### src/hw/asc_dummy_none.sv
`timescale 1ns/100ps
`default_nettype none
`default_nettype wire

### src/hw/asc_pkg.sv
package asc_pkg;
  // ------------------------------------------------------------
  // register map: word index, byte address is four times it
  // ------------------------------------------------------------
  localparam logic [5:0] IDX_CH7 = 6'h11;
  localparam logic [5:0] IDX_CH8 = 6'h12;
  localparam logic [5:0] IDX_CFG0 = 6'h13;
  localparam logic [5:0] IDX_PORT = 6'h30;
  localparam logic [5:0] IDX_STAT = 6'h31;
  localparam logic [6:0] CH7_RST = 7'h06;
  localparam logic [6:0] CH8_RST = 7'h07;
  localparam logic [7:0] CFG0_RST = 8'h02;
  localparam logic [5:0] PORT_RST = 6'h0C;
  // ------------------------------------------------------------
  // field positions
  // ------------------------------------------------------------
  localparam int PIN_BIT = 6;
  localparam int ROLE_BIT = 7;
  localparam int AUTO_BIT = 6;
  localparam int PLLOFF_BIT = 5;
  localparam int GATE_BIT = 4;
  localparam int FAM_BIT = 3;
  localparam int EN7_BIT = 2;
  localparam int EN8_BIT = 3;
  localparam int REFMODE_BIT = 4;
  localparam int ROOT_BIT = 5;
  localparam logic [1:0] FMT_TDM = 2'h0;
  localparam logic [1:0] FMT_I2S = 2'h1;
  localparam logic [1:0] FMT_LJ = 2'h2;
  // ------------------------------------------------------------
  // timing
  // ------------------------------------------------------------
  localparam int CLK_NS = 8;
  localparam int BCLK_NS_DEF = 64;
  localparam int BCLK_HALF_DEF = BCLK_NS_DEF / (2 * CLK_NS);
  localparam int FRAME_BCLKS_DEF = 256;
  localparam int SLOT_LG = 5;
  localparam int CNT_W = 12;
  // ------------------------------------------------------------
  // carriers
  // ------------------------------------------------------------
  typedef struct packed {
    logic en;
    logic pin;
    logic [5:0] slot;
  } asc_lane_cfg_t;
  typedef struct packed {
    logic controller;
    logic auto_derive;
    logic pll_enable;
    logic family_441;
    logic ref_valid;
    logic [14:0] ref_khz;
    logic ref_from_ratio;
    logic root_valid;
    logic root_from_refclk;
  } asc_clk_cfg_t;
  function automatic logic [14:0] ref_khz(input logic [2:0] code);
    case (code)
      3'h0: ref_khz = 15'h2EE0;
      3'h1: ref_khz = 15'h3000;
      3'h2: ref_khz = 15'h32C8;
      3'h3: ref_khz = 15'h3E80;
      3'h4: ref_khz = 15'h4B00;
      3'h5: ref_khz = 15'h4CE0;
      3'h6: ref_khz = 15'h5DC0;
      default: ref_khz = 15'h6000;
    endcase
  endfunction
endpackage

### src/hw/asc_port_top.sv
`timescale 1ns/100ps
`default_nettype none
// Behaviour
// - channel 7 goes to primary pin when its pin select is 0, else secondary
// - channel 8 goes to primary pin when its pin select is 0, else secondary
// - channel 7 slot code: TDM slot number, or left 0-31 / right 32-63
// - channel 8 slot code likewise; slot fields reset to 6 and 7
// - role 0 means host drives both clocks; role 1 means we drive them
// - automatic clock bit 0 derives settings automatically; 1 uses custom settings
// - in automatic mode PLL runs unless the pll-off bit is set
// - in controller mode clock gate bit holds bit clock and frame sync off
// - controller rate family: 48 kHz when bit 3 is 0, 44.1 kHz otherwise
// - 3-bit field picks reference frequency, valid in automatic controller mode, source mode 0
// - controller configuration register resets to 0x02
// - source mode 0 uses frequency field; 1 uses a frame-rate multiple
// - target, automatic, PLL off: root clock is bit clock or reference clock
module asc_port_top #(
  parameter int BCLK_HALF = asc_pkg::BCLK_HALF_DEF,
  parameter int FRAME_BCLKS = asc_pkg::FRAME_BCLKS_DEF
) (
  input wire logic I_MCLK,
  input wire logic I_RESET_N,
  input wire logic I_PSEL,
  input wire logic I_PENABLE,
  input wire logic I_PWRITE,
  input wire logic [7:0] I_PADDR,
  input wire logic [31:0] I_PWDATA,
  input wire logic [3:0] I_PSTRB,
  output logic [31:0] O_PRDATA,
  output logic O_PREADY,
  output logic O_PSLVERR,
  input wire logic I_BCLK,
  input wire logic I_FSYNC,
  output logic O_BCLK,
  output logic O_BCLK_OE,
  output logic O_FSYNC,
  output logic O_FSYNC_OE,
  input wire logic [31:0] I_CH7_SAMPLE,
  input wire logic [31:0] I_CH8_SAMPLE,
  output logic O_SAMPLE_TAKE,
  output logic O_PRIMARY_SERIAL_OUT_PIN,
  output logic O_PRIMARY_SERIAL_OUT_PIN_OE,
  output logic O_SECONDARY_OUT_PIN_A,
  output logic O_SECONDARY_OUT_PIN_A_OE,
  output var asc_pkg::asc_clk_cfg_t O_CLK_CFG
);
  localparam int W = asc_pkg::CNT_W;
  localparam int DIV_W = $clog2(BCLK_HALF + 1);
  localparam logic [W-1:0] IDLE = W'(FRAME_BCLKS);
  localparam logic [W-1:0] LAST = W'(FRAME_BCLKS - 1);
  localparam logic [W-1:0] HALF = W'(FRAME_BCLKS / 2);
  localparam logic [DIV_W-1:0] DIV_LAST = DIV_W'(BCLK_HALF - 1);

  logic [6:0] ch7_q;
  logic [6:0] ch8_q;
  logic [7:0] cfg0_q;
  logic [5:0] port_q;
  logic [31:0] rd_q;
  logic err_q;
  logic [5:0] idx;
  logic setup;
  logic wr_acc;
  logic [6:0] wr_low;
  logic [7:0] stat;
  logic ctrl;
  logic gate;
  logic i2s;

  // ------------------------------------------------------------
  // apb slave, zero wait states
  // ------------------------------------------------------------
  function automatic logic mapped(input logic [7:0] a, input logic w);
    logic [5:0] i;
    i = a[7:2];
    mapped = (a[1:0] == 2'h0) && ((i == asc_pkg::IDX_CH7) || (i == asc_pkg::IDX_CH8) ||
      (i == asc_pkg::IDX_CFG0) || (i == asc_pkg::IDX_PORT) ||
      ((i == asc_pkg::IDX_STAT) && !w));
  endfunction

  assign idx = I_PADDR[7:2];
  assign setup = I_PSEL && !I_PENABLE;
  assign wr_acc = I_PSEL && I_PENABLE && I_PWRITE && I_PSTRB[0] && mapped(I_PADDR, 1'b1);
  assign wr_low = I_PWDATA[6:0];

  always_ff @(posedge I_MCLK) begin
    if (!I_RESET_N) begin
      ch7_q <= asc_pkg::CH7_RST;
      ch8_q <= asc_pkg::CH8_RST;
      cfg0_q <= asc_pkg::CFG0_RST;
      port_q <= asc_pkg::PORT_RST;
    end else if (wr_acc) begin
      case (idx)
        asc_pkg::IDX_CH7: ch7_q <= wr_low;
        asc_pkg::IDX_CH8: ch8_q <= wr_low;
        asc_pkg::IDX_CFG0: cfg0_q <= I_PWDATA[7:0];
        asc_pkg::IDX_PORT: port_q <= I_PWDATA[5:0];
        default: ;
      endcase
    end
  end

  // read data is caught in the setup cycle so it comes from a flop
  always_ff @(posedge I_MCLK) begin
    if (!I_RESET_N) begin
      rd_q <= 32'h0;
      err_q <= 1'b0;
    end else if (setup) begin
      err_q <= !mapped(I_PADDR, I_PWRITE);
      case (idx)
        asc_pkg::IDX_CH7: rd_q <= {25'h0, ch7_q};
        asc_pkg::IDX_CH8: rd_q <= {25'h0, ch8_q};
        asc_pkg::IDX_CFG0: rd_q <= {24'h0, cfg0_q};
        asc_pkg::IDX_PORT: rd_q <= {26'h0, port_q};
        asc_pkg::IDX_STAT: rd_q <= {24'h0, stat};
        default: rd_q <= 32'h0;
      endcase
    end
  end

  assign O_PRDATA = rd_q;
  assign O_PREADY = 1'b1;
  assign O_PSLVERR = err_q && I_PSEL && I_PENABLE;

  // ------------------------------------------------------------
  // bit clock: own divider or synchronised host clock
  // ------------------------------------------------------------
  logic [DIV_W-1:0] div_q;
  logic cbclk_q;
  logic c_tick;
  logic [2:0] bs_q;
  logic [2:0] fs_q;
  logic blvl_q;
  logic flvl_q;
  logic rise;
  logic fall;

  assign ctrl = cfg0_q[asc_pkg::ROLE_BIT];
  assign gate = cfg0_q[asc_pkg::GATE_BIT];
  assign i2s = port_q[1:0] == asc_pkg::FMT_I2S;
  assign c_tick = ctrl && !gate && (div_q == DIV_LAST);

  // gating stops the divider and drops the bit clock at once, so a high phase in progress is cut short
  always_ff @(posedge I_MCLK) begin
    if (!I_RESET_N || !ctrl || gate) begin
      div_q <= '0;
      cbclk_q <= 1'b0;
    end else if (c_tick) begin
      div_q <= '0;
      cbclk_q <= !cbclk_q;
    end else begin
      div_q <= div_q + 1'b1;
    end
  end

  // a pin level counts once the second and third stages agree
  always_ff @(posedge I_MCLK) begin
    if (!I_RESET_N) begin
      bs_q <= 3'h0;
      fs_q <= 3'h0;
      blvl_q <= 1'b0;
      flvl_q <= 1'b0;
    end else begin
      bs_q <= {bs_q[1:0], I_BCLK};
      fs_q <= {fs_q[1:0], I_FSYNC};
      if (bs_q[1] == bs_q[2]) begin
        blvl_q <= bs_q[2];
      end
      if (fs_q[1] == fs_q[2]) begin
        flvl_q <= fs_q[2];
      end
    end
  end

  always_comb begin
    if (ctrl) begin
      rise = c_tick && !cbclk_q;
      fall = c_tick && cbclk_q;
    end else begin
      rise = (bs_q[1] == bs_q[2]) && bs_q[2] && !blvl_q;
      fall = (bs_q[1] == bs_q[2]) && !bs_q[2] && blvl_q;
    end
  end

  // ------------------------------------------------------------
  // frame position
  // ------------------------------------------------------------
  logic [W-1:0] cnt_q;
  logic [W-1:0] cnt_d;
  logic fs_prev_q;
  logic start_q;
  logic fs_edge;
  logic frame0;
  logic load;
  logic [W-1:0] pos;
  logic [W-1:0] hpos;
  logic pos_ok;
  logic right;
  logic [5:0] code;
  logic [31:0] smp7_q;
  logic [31:0] smp8_q;
  logic [31:0] smp7_d;
  logic [31:0] smp8_d;
  logic take_q;
  logic cfs_q;
  logic oe_q;

  assign fs_edge = i2s ? (fs_prev_q && !flvl_q) : (!fs_prev_q && flvl_q);
  assign frame0 = ctrl ? (cnt_q >= LAST) : start_q;

  always_ff @(posedge I_MCLK) begin
    if (!I_RESET_N) begin
      fs_prev_q <= 1'b0;
      start_q <= 1'b0;
    end else if (rise) begin
      fs_prev_q <= flvl_q;
      if (!ctrl && fs_edge) begin
        start_q <= 1'b1;
      end
    end else if (fall) begin
      start_q <= 1'b0;
    end
  end

  always_comb begin
    cnt_d = cnt_q;
    if (frame0) begin
      cnt_d = '0;
    end else if (cnt_q != IDLE) begin
      cnt_d = cnt_q + 1'b1;
    end
  end

  // i2s data trails the frame edge by one bit clock, so the last right bit wraps
  always_comb begin
    pos = (i2s && cnt_d == '0) ? LAST : cnt_d - W'(i2s);
    pos_ok = (cnt_d != IDLE) && !(i2s && cnt_d == '0 && cnt_q != LAST);
    right = (port_q[1:0] != asc_pkg::FMT_TDM) && (pos >= HALF);
    hpos = right ? pos - HALF : pos;
    if (right) begin
      code = {1'b1, hpos[asc_pkg::SLOT_LG+4:asc_pkg::SLOT_LG]};
    end else begin
      code = hpos[asc_pkg::SLOT_LG+5:asc_pkg::SLOT_LG];
    end
  end

  assign load = fall && (cnt_d == W'(i2s)) && (cnt_q != cnt_d);
  assign smp7_d = load ? I_CH7_SAMPLE : smp7_q;
  assign smp8_d = load ? I_CH8_SAMPLE : smp8_q;

  always_ff @(posedge I_MCLK) begin
    if (!I_RESET_N) begin
      cnt_q <= IDLE;
      smp7_q <= 32'h0;
      smp8_q <= 32'h0;
      take_q <= 1'b0;
    end else begin
      take_q <= load;
      smp7_q <= smp7_d;
      smp8_q <= smp8_d;
      if (fall) begin
        cnt_q <= cnt_d;
      end
    end
  end

  always_ff @(posedge I_MCLK) begin
    if (!I_RESET_N || !ctrl || gate) begin
      cfs_q <= 1'b0;
    end else if (fall) begin
      case (port_q[1:0])
        asc_pkg::FMT_TDM: cfs_q <= cnt_d == '0;
        asc_pkg::FMT_I2S: cfs_q <= cnt_d >= HALF;
        default: cfs_q <= cnt_d < HALF;
      endcase
    end
  end

  always_ff @(posedge I_MCLK) begin
    if (!I_RESET_N) begin
      oe_q <= 1'b0;
    end else begin
      oe_q <= ctrl;
    end
  end

  assign O_BCLK = cbclk_q;
  assign O_FSYNC = cfs_q;
  assign O_BCLK_OE = oe_q;
  assign O_FSYNC_OE = oe_q;
  assign O_SAMPLE_TAKE = take_q;

  // ------------------------------------------------------------
  // output pins
  // ------------------------------------------------------------
  asc_pkg::asc_lane_cfg_t cfg7;
  asc_pkg::asc_lane_cfg_t cfg8;
  assign cfg7 = {port_q[asc_pkg::EN7_BIT], ch7_q};
  assign cfg8 = {port_q[asc_pkg::EN8_BIT], ch8_q};

  asc_lane #(.PIN(1'b0)) u_pri (
    .i_clk(I_MCLK), .i_rst_n(I_RESET_N), .i_shift(fall), .i_valid(pos_ok),
    .i_code(code), .i_bit(pos[4:0]), .i_cfg7(cfg7), .i_cfg8(cfg8),
    .i_smp7(smp7_d), .i_smp8(smp8_d),
    .o_data(O_PRIMARY_SERIAL_OUT_PIN), .o_oe(O_PRIMARY_SERIAL_OUT_PIN_OE)
  );

  asc_lane #(.PIN(1'b1)) u_sec (
    .i_clk(I_MCLK), .i_rst_n(I_RESET_N), .i_shift(fall), .i_valid(pos_ok),
    .i_code(code), .i_bit(pos[4:0]), .i_cfg7(cfg7), .i_cfg8(cfg8),
    .i_smp7(smp7_d), .i_smp8(smp8_d),
    .o_data(O_SECONDARY_OUT_PIN_A), .o_oe(O_SECONDARY_OUT_PIN_A_OE)
  );

  assign stat = {4'h0, cnt_q != IDLE, O_SECONDARY_OUT_PIN_A_OE,
    O_PRIMARY_SERIAL_OUT_PIN_OE, ctrl && !gate};

  // ------------------------------------------------------------
  // clock configuration handed to the clock tree
  // ------------------------------------------------------------
  logic auto_on;
  logic ref_ok;
  logic pll_off;
  assign auto_on = !cfg0_q[asc_pkg::AUTO_BIT];
  assign pll_off = cfg0_q[asc_pkg::PLLOFF_BIT];
  assign ref_ok = ctrl && auto_on && !port_q[asc_pkg::REFMODE_BIT];

  always_ff @(posedge I_MCLK) begin
    if (!I_RESET_N) begin
      O_CLK_CFG <= '0;
    end else begin
      O_CLK_CFG.controller <= ctrl;
      O_CLK_CFG.auto_derive <= auto_on;
      O_CLK_CFG.pll_enable <= auto_on && !pll_off;
      O_CLK_CFG.family_441 <= ctrl && cfg0_q[asc_pkg::FAM_BIT];
      O_CLK_CFG.ref_valid <= ref_ok;
      O_CLK_CFG.ref_khz <= ref_ok ? asc_pkg::ref_khz(cfg0_q[2:0]) : 15'h0;
      O_CLK_CFG.ref_from_ratio <= ctrl && auto_on && port_q[asc_pkg::REFMODE_BIT];
      O_CLK_CFG.root_valid <= !ctrl && auto_on && pll_off;
      O_CLK_CFG.root_from_refclk <= !ctrl && auto_on && pll_off &&
        port_q[asc_pkg::ROOT_BIT];
    end
  end
endmodule
`default_nettype wire

### src/hw/asc_lane.sv
`timescale 1ns/100ps
`default_nettype none
module asc_lane #(
  parameter logic PIN = 1'b0
) (
  input wire logic i_clk,
  input wire logic i_rst_n,
  input wire logic i_shift,
  input wire logic i_valid,
  input wire logic [5:0] i_code,
  input wire logic [4:0] i_bit,
  input wire asc_pkg::asc_lane_cfg_t i_cfg7,
  input wire asc_pkg::asc_lane_cfg_t i_cfg8,
  input wire logic [31:0] i_smp7,
  input wire logic [31:0] i_smp8,
  output logic o_data,
  output logic o_oe
);
  logic hit7;
  logic hit8;
  logic exp7;
  logic exp8;

  function automatic logic hit(input asc_pkg::asc_lane_cfg_t c, input logic [5:0] code);
    hit = c.en && (c.pin == PIN) && (c.slot == code);
  endfunction

  assign hit7 = i_valid && hit(i_cfg7, i_code);
  assign hit8 = i_valid && hit(i_cfg8, i_code);
  // msb first within the slot
  assign exp7 = i_smp7[~i_bit];
  assign exp8 = i_smp8[~i_bit];

  // ------------------------------------------------------------
  // pin driver, channel 7 wins a shared slot
  // ------------------------------------------------------------
  always_ff @(posedge i_clk) begin
    if (!i_rst_n) begin
      o_data <= 1'b0;
      o_oe <= 1'b0;
    end else if (i_shift) begin
      if (hit7) begin
        o_data <= exp7;
        o_oe <= 1'b1;
      end else if (hit8) begin
        o_data <= exp8;
        o_oe <= 1'b1;
      end else begin
        o_data <= 1'b0;
        o_oe <= 1'b0;
      end
    end
  end
endmodule
`default_nettype wire

### config.mk
export PLATFORM = sky130hd
export DESIGN_NAME = asc_port_top
export DESIGN_NICKNAME = d
export VERILOG_FILES = /design/src/hw/asc_dummy_none.sv /design/src/hw/asc_pkg.sv /design/src/hw/asc_port_top.sv /design/src/hw/asc_lane.sv
export SDC_FILE = /design/constraint.sdc
export NUM_CORES = 1
export LEC_CHECK = 0
export BUFFER_PORTS_ARGS = -buffer_cell sky130_fd_sc_hd__buf_2
export CORE_AREA = 2 2 123 245
export CTS_CLUSTER_DIAMETER = 40
export DETAILED_ROUTE_END_ITERATION = 8
export DIE_AREA = 0 0 125 247
export HOLD_SLACK_MARGIN = 0.15
export PLACE_DENSITY = 0.58
export SLEW_MARGIN = 5
export SYNTH_ARGS = -nofsm -noshare
export SYNTH_HDL_FRONTEND = slang
export SYNTH_SLANG_ARGS = --single-unit
### constraint.sdc
create_clock -name I_MCLK -period 5.2 [get_ports I_MCLK]
set_input_delay 1.56 -clock I_MCLK [delete_from_list [all_inputs] [get_ports I_MCLK]]
set_output_delay 1.56 -clock I_MCLK [all_outputs]
set_load 0.05 [all_outputs]
# Word-level counts from Yosys, hierarchy flattened

Cells that the tools add are included.

Register bits: 180
Output and inout bits: 66
Input bits: 115
Logic and storage cells: 177

Bitwise operators: 3
Magnitude comparators: 5
Reductions and logical operators: 81
Mux-type cells: 29
Equal/unequal tests: 23
$add $sub $neg: 4

Operators by type and width:

| kind                                                                                 | count |
|---|---|
| 15-bit case mux with 7 select lines                                                  | 1 |
| 32-bit two-way mux                                                                   | 2 |
| 1-bit logical AND                                                                    | 47 |
| 8-bit case mux with 5 select lines                                                   | 1 |
| 12-bit by 8-bit greater-or-equal comparator with 1-bit output, second input constant | 3 |
| 12-bit two-way mux                                                                   | 3 |
| 12-bit by 9-bit inequality test with 1-bit output, second input constant             | 2 |
| 6-bit by 5-bit == test with 1-bit output, second input constant                      | 3 |
| 1-bit two-way mux                                                                    | 17 |
| 1-bit zero test                                                                      | 15 |
| 12-bit by 1-bit adder with 12-bit output, second input constant                      | 1 |
| 12-bit by 1-bit == test with 1-bit output                                            | 1 |
| 6-bit == test                                                                        | 2 |
| 6-bit == test, second input constant                                                 | 2 |
| 12-bit zero test                                                                     | 1 |
| 12-bit by 8-bit less-than comparator with 1-bit output, second input constant        | 1 |
| 12-bit inequality test                                                               | 1 |
| 12-bit by 8-bit inequality test with 1-bit output, second input constant             | 1 |
| 2-bit AND reduction                                                                  | 6 |
| 12-bit by 1-bit subtractor with 12-bit output                                        | 1 |
| 11-bit two-way mux                                                                   | 1 |
| 11-bit by 8-bit subtractor with 11-bit output, second input constant                 | 1 |
| 1-bit binary-select mux with 5-bit select                                            | 2 |
| 3-bit by 2-bit == test with 1-bit output, second input constant                      | 3 |
| 16 further kinds                                                                     | 27 |

# Depth between registers and ports, before layout

Depth in word-level cells: 15
Depth in mapped cells: 21
Gate-level depth less buffers: 19

# Hierarchy

Synthesis repeated with hierarchy kept, for this count alone.

Cells, all modules: 945
Area, all modules: 9091.2 um^2

Modules (own cells, without submodules):

| module           | sequential area each (um^2) | times used | area each (um^2) | cells each |
|---|---|---|---|---|
| asc_port_top     | 2962.8                      | 1          | 7402.1           | 761 |
| asc_lane (u_pri) | 40.0                        | 1          | 847.1            | 92 |
| asc_lane (u_sec) | 40.0                        | 1          | 842.1            | 92 |

# Worst setup path after synthesis

OpenSTA, ideal clock, no wires.

Kind: register to register
Start: register cnt_q[0]
End: register u_pri.o_data
Data arrival time: 4.176 ns
Cell stages (with the launch flop): 20
Period minus slack after synthesis: 4.302 ns
Required time: 5.074 ns
Setup slack: 0.898 ns
Cells stage by stage: dfxtp_1 -> buf_2 -> inv_1 -> ha_1 -> and3b_1 -> and4_1 -> xnor2_1 -> nand2_1 -> ha_1 -> ha_1 -> inv_1 -> o22ai_1 -> or4b_1 -> o31a_1 -> o32ai_4 -> a31oi_2 -> or4_4 -> a2111oi_4 -> a211o_1 -> o21ai_0

Cells in the longest elaborated chain, start to end: 15
Elaborated cells on any way between the ends: 39
Those cells by class: add/sub (3); order compare (2); eq/ne (7); mux (14); bitwise (1); reduce/logical (12)

RTL lines:

| what                                                                              | line                | RTL |
|---|---|---|
| start, declared                                                                   | asc_port_top.sv:187 | `logic [W-1:0] cnt_q;` |
| start signal, assigned                                                            | asc_port_top.sv:261 | `cnt_q <= cnt_d;` |
| branches (longest 14 deep; another with 12-bit by 1-bit adder with 12-bit output) | n/a                 |  |
| 1-bit two-way mux *                                                               | asc_lane.sv:42      | `if (hit7) begin` |
| end signal, assigned                                                              | asc_lane.sv:43      | `o_data <= exp7;` |
| end signal, assigned                                                              | asc_lane.sv:46      | `o_data <= exp8;` |
| end, declared                                                                     | asc_lane.sv:16      | `output logic o_data,` |

Every way passes the cells marked *. The select of a mux whose other input is x is not followed.
A chain may end at the register's enable or synchronous reset.

# Worst setup path in the final report

Start: register cnt_q[1]
End: register u_pri.o_data

The elaborated chain is that of the path after synthesis.

==> flow_summary_export.csv <==
group,metric,value,unit
run_status,outcome,"finished, final reports clean",
pwr,p_seq_share,43.8,%
placed_design,dp_hpwl,19100,µm
critical_path,r2r-start,"cnt_q[1]",
synthesis,synth_area_per_cell,8.59,µm²
routing,routed_via_density,5.08,
floorplanning,die-area,30900,µm²
synthesis,synth_cells,1006,
clocking,root_buffer,"clkbuf_16",
finish,regArea,3040,µm²
grt,grt_usage,16.1,%
finish,utilization,35.1,%
clocking,htree_levels,4,
grt,grt_first_pass_wirelength,39600,µm
timing,fin_crit_sh,92.3,%
hold_path,whs_path_depth,1,
routing,dr.pass1.iters,5,
clocking,ctsHoldBuffers,0,
critical_path,startpoint_type,"register",
grt,antenna_found_initial,1,
synthesis,postSynth.asyncResetShare,0,%
finish,nFillCells,3043,
clocking,clk_pin_slew,60,ps
synthesis,yosysTopAreaCellShare,35.2,%
routing,antenna_left,0,
timing,drv_slew,0,
grt,grt_pass1_vias,7355,
finish,final_area,10200,µm²
hold_path,holdPathEnd,"bs_q[1]",
pwr,pwr-share-clk,50.0,%
critical_path,end_kind,"register",
routing,drc_errors,0,
timing,worst_slack,398,ps
synthesis,synth_seq_area_share,35.2,%
clocking,cts_buffers,17,
critical_path,worstPathMaxFanout,9,
timing,fin_setup_tns,0,ps
timing,slew_headroom,18.2,%
pwr,sw_frac_of_total,23.8,%
finish,area_growth,18.4,%
critical_path,path_delay_family,"simple AND/OR/NAND/NOR gates",
timing,finalClockSkew,10.2,ps
clocking,clockBufferDepth,2,
pwr,ir_drop,233,µV
floorplanning,ios,181,
routing,drt_iter0_drc,395,
placed_design,dp_slack,280,ps
finish,layout-drive-gt1-share,20.9,%
critical_path,cp_slowest_cell,"or4_4",
pwr,switching_power,636,µW
pwr,combPwrFrac,6.2,%
hold_path,hold_class,"reg2reg",
critical_path,path_common_cell,"ha_1",
critical_path,r2r_cells,18,
timing,fmax,0.208,GHz
finish,multi_input_area,5120,µm²
clocking,post_cts_buffers,0,
floorplanning,rows,89,
floorplanning,core-area,29200,µm²
synthesis,synth_edf_count,0,
critical_path,path_cells,"inv_1 -> ha_1 -> and3b_1 -> and4_1 -> xnor2_1 -> nand2_1 -> ha_1 -> ha_1 -> inv_1 -> o22ai_1 -> or4b_1 -> o31a_1 -> o32ai_4 -> a31oi_2 -> or4_4 -> a2111oi_4 -> a211o_1 -> o21ai_0",
synthesis,synth_area_leaders,"dfxtp_1 35%, mux2i_1 8.3%, nand2_1 6.8%",
critical_path,slowest_delay,570,ps
pwr,power_leakage,0.00380,µW
routing,wl_per_cell,16.8,µm
floorplanning,start_util,29.6,%
synthesis,synth-main-ff-cell,"dfxtp_1",
floorplanning,chipWidth,125,µm
routing,finalWirelength,25200,µm
placed_design,place_area,9590,µm²
synthesis,synth_top_cell_by_area,"dfxtp_1",
critical_path,critPathBufInv,2,
flow_run,drv_cap,0,
clocking,cts_tree,"yes",
grt,grt_max_degree,85,
placed_design,numPortBuffers,124,
critical_path,r2r_end,"u_pri.o_data",
pwr,p_int,2040,µW
routing,num_vias,7591,
synthesis,synth_cell_types,88,
timing,finalSetupViolCount,0,
timing,period_minus_slack,4800,ps
timing,tightest_slew,1210,ps
floorplanning,dieHeight,247,µm
critical_path,crit_required,5520,ps
placed_design,place_congestion,0.888,
finish,nets,1242,
timing,rsz0062_at_grt,"no",
clocking,clock_latency,440,ps
synthesis,ys_seq_elements,152,
pwr,powerDensity,262,nW/µm²
hold_path,hold_path_startpoint,"bs_q[0]",
timing,finalHoldViolCount,0,
critical_path,critPathKind,"reg2reg",
critical_path,reg2reg_setup_slack,400,ps
synthesis,syn_area,8640,µm²
grt,overflow,0,
clocking,cts_sinks,152,
synthesis,yosysWarnings,0,
critical_path,critical_path_arrival,5120,ps
cells in the final DEF (no fill, tap or decap), drive strengths merged, types with 7 or more instances in the layout:
master,instances
buf,161
nand2,156
dfxtp,152
mux2i,72
nor2b,68
nor2,45
a21boi,39
o21ai,36
a21oi,33
conb,29
xnor2,22
nand3,19
clkbuf,18
nor3,18
inv,17
and2,16
and3,15
nor4,12
xor2,10
nand2b,10
ha,10
a211oi,9
a22oi,9
or3,9
or2,9
o22ai,8
mux2,7
worst max path at each step:
stage / endpoint / start / slack (ps) / depth (start not counted)
final: u_pri.o_data / cnt_q[1] / 400 / 18
after global routing: u_pri.o_data / cnt_q[1] / 40 / 18
after CTS: u_pri.o_data / cnt_q[0] / 260 / 17
after detailed placement: u_sec.o_data / cnt_q[0] / 280 / 17
after global placement: u_pri.o_data / cnt_q[0] / 380 / 18
after floorplan: u_pri.o_data / cnt_q[0] / 900 / 19
cells by family (layout without fill, tap and decap cells):
logic type / Yosys count / count (layout) / share of synthesized area (%)
mux: 79 / 79 / 9.25
buf+inv: 110 / 207 / 6.81
simple gates: 407 / 407 / 24.9
other cells: 2 / 30 / 0.0869
flops: 152 / 152 / 35.2
compound gates: 214 / 214 / 19.0
fa+ha+maj: 10 / 10 / 1.45
xor+xnor: 32 / 32 / 3.33
per-layer routing:
layer  share of wire, %  global-route usage, %
met1                 44                   20.2
met5                  0                      0
met3                5.2                   3.74
met2                 48                   26.1
met4                3.6                   7.68
sequential cells by signal, indices dropped and copies added, names as in the netlist, 3 cells and up:
register   count
ch7_q          7
cfg0_q         8
smp8_q        32
bs_q           3
cnt_q         12
O_CLK_CFG     19
O_PRDATA       8
port_q         6
smp7_q        32
ch8_q          7
div_q          3
fs_q           3
synthesized netlist by cell type (5+ instances only):
| master | number |
|---|---|
| a21oi_1 | 33 |
| and3_1 | 14 |
| nor2b_1 | 68 |
| o21ai_0 | 35 |
| a222oi_1 | 5 |
| a31oi_1 | 5 |
| o2111ai_1 | 5 |
| a22oi_1 | 9 |
| nor3_1 | 16 |
| nand4_1 | 5 |
| buf_4 | 36 |
| dfxtp_1 | 152 |
| and2_1 | 16 |
| a211oi_1 | 9 |
| nor4_1 | 10 |
| mux2_2 | 7 |
| xnor2_1 | 21 |
| nand2b_1 | 10 |
| buf_2 | 14 |
| or2_2 | 7 |
| nand3_1 | 18 |
| nor3b_1 | 6 |
| xor2_1 | 10 |
| mux2i_1 | 72 |
| ha_1 | 10 |
| o32ai_1 | 5 |
| and4_1 | 5 |
| inv_1 | 14 |
| or3_1 | 8 |
| nor2_1 | 40 |
| a21boi_0 | 39 |
| nand2_1 | 156 |
| clkbuf_1 | 39 |
| o22ai_1 | 8 |
layout make-up:
class | instances | area share, %
multi-input cells | 771 | 50.0
flip-flops and latches | 152 | 29.8
repair buffers | 161 | 9.03
well taps | 364 | 4.45
clock buffers | 18 | 4.29
clock inverters | 14 | 1.91
inverters | 14 | 0.514
diodes | 1 | 0.0245
metrics by stage:
step / std cells / power (µW) / hold WS, ps
after floorplan: 1033 / 1320 / 407
after global placement: 1462 / 1360 / 417
after detailed placement: 1462 / 1360 / 422
after CTS: 1494 / 2710 / 436
after global routing: 1494 / 2770 / 474
final: 1495 / 2680 / 427
what timing repair did:
item | 4_1_cts | 5_1_grt
resized for setup | 0 | 2
endpoints found under the setup margin | 0 | 4
endpoints found under the hold margin | 0 | 0
power groups by stage:
stage          Sequential (µW)  Clock [µW]  Combinational [µW]
4_1_cts                   1170        1370                 166
6_report                  1170        1340                 166
3_5_place_dp              1200           0                 165
3_3_place_gp              1200           0                 164
2_1_floorplan             1210           0                 113
5_1_grt                   1170        1420                 178
Power figures use the tool's default switching activity.
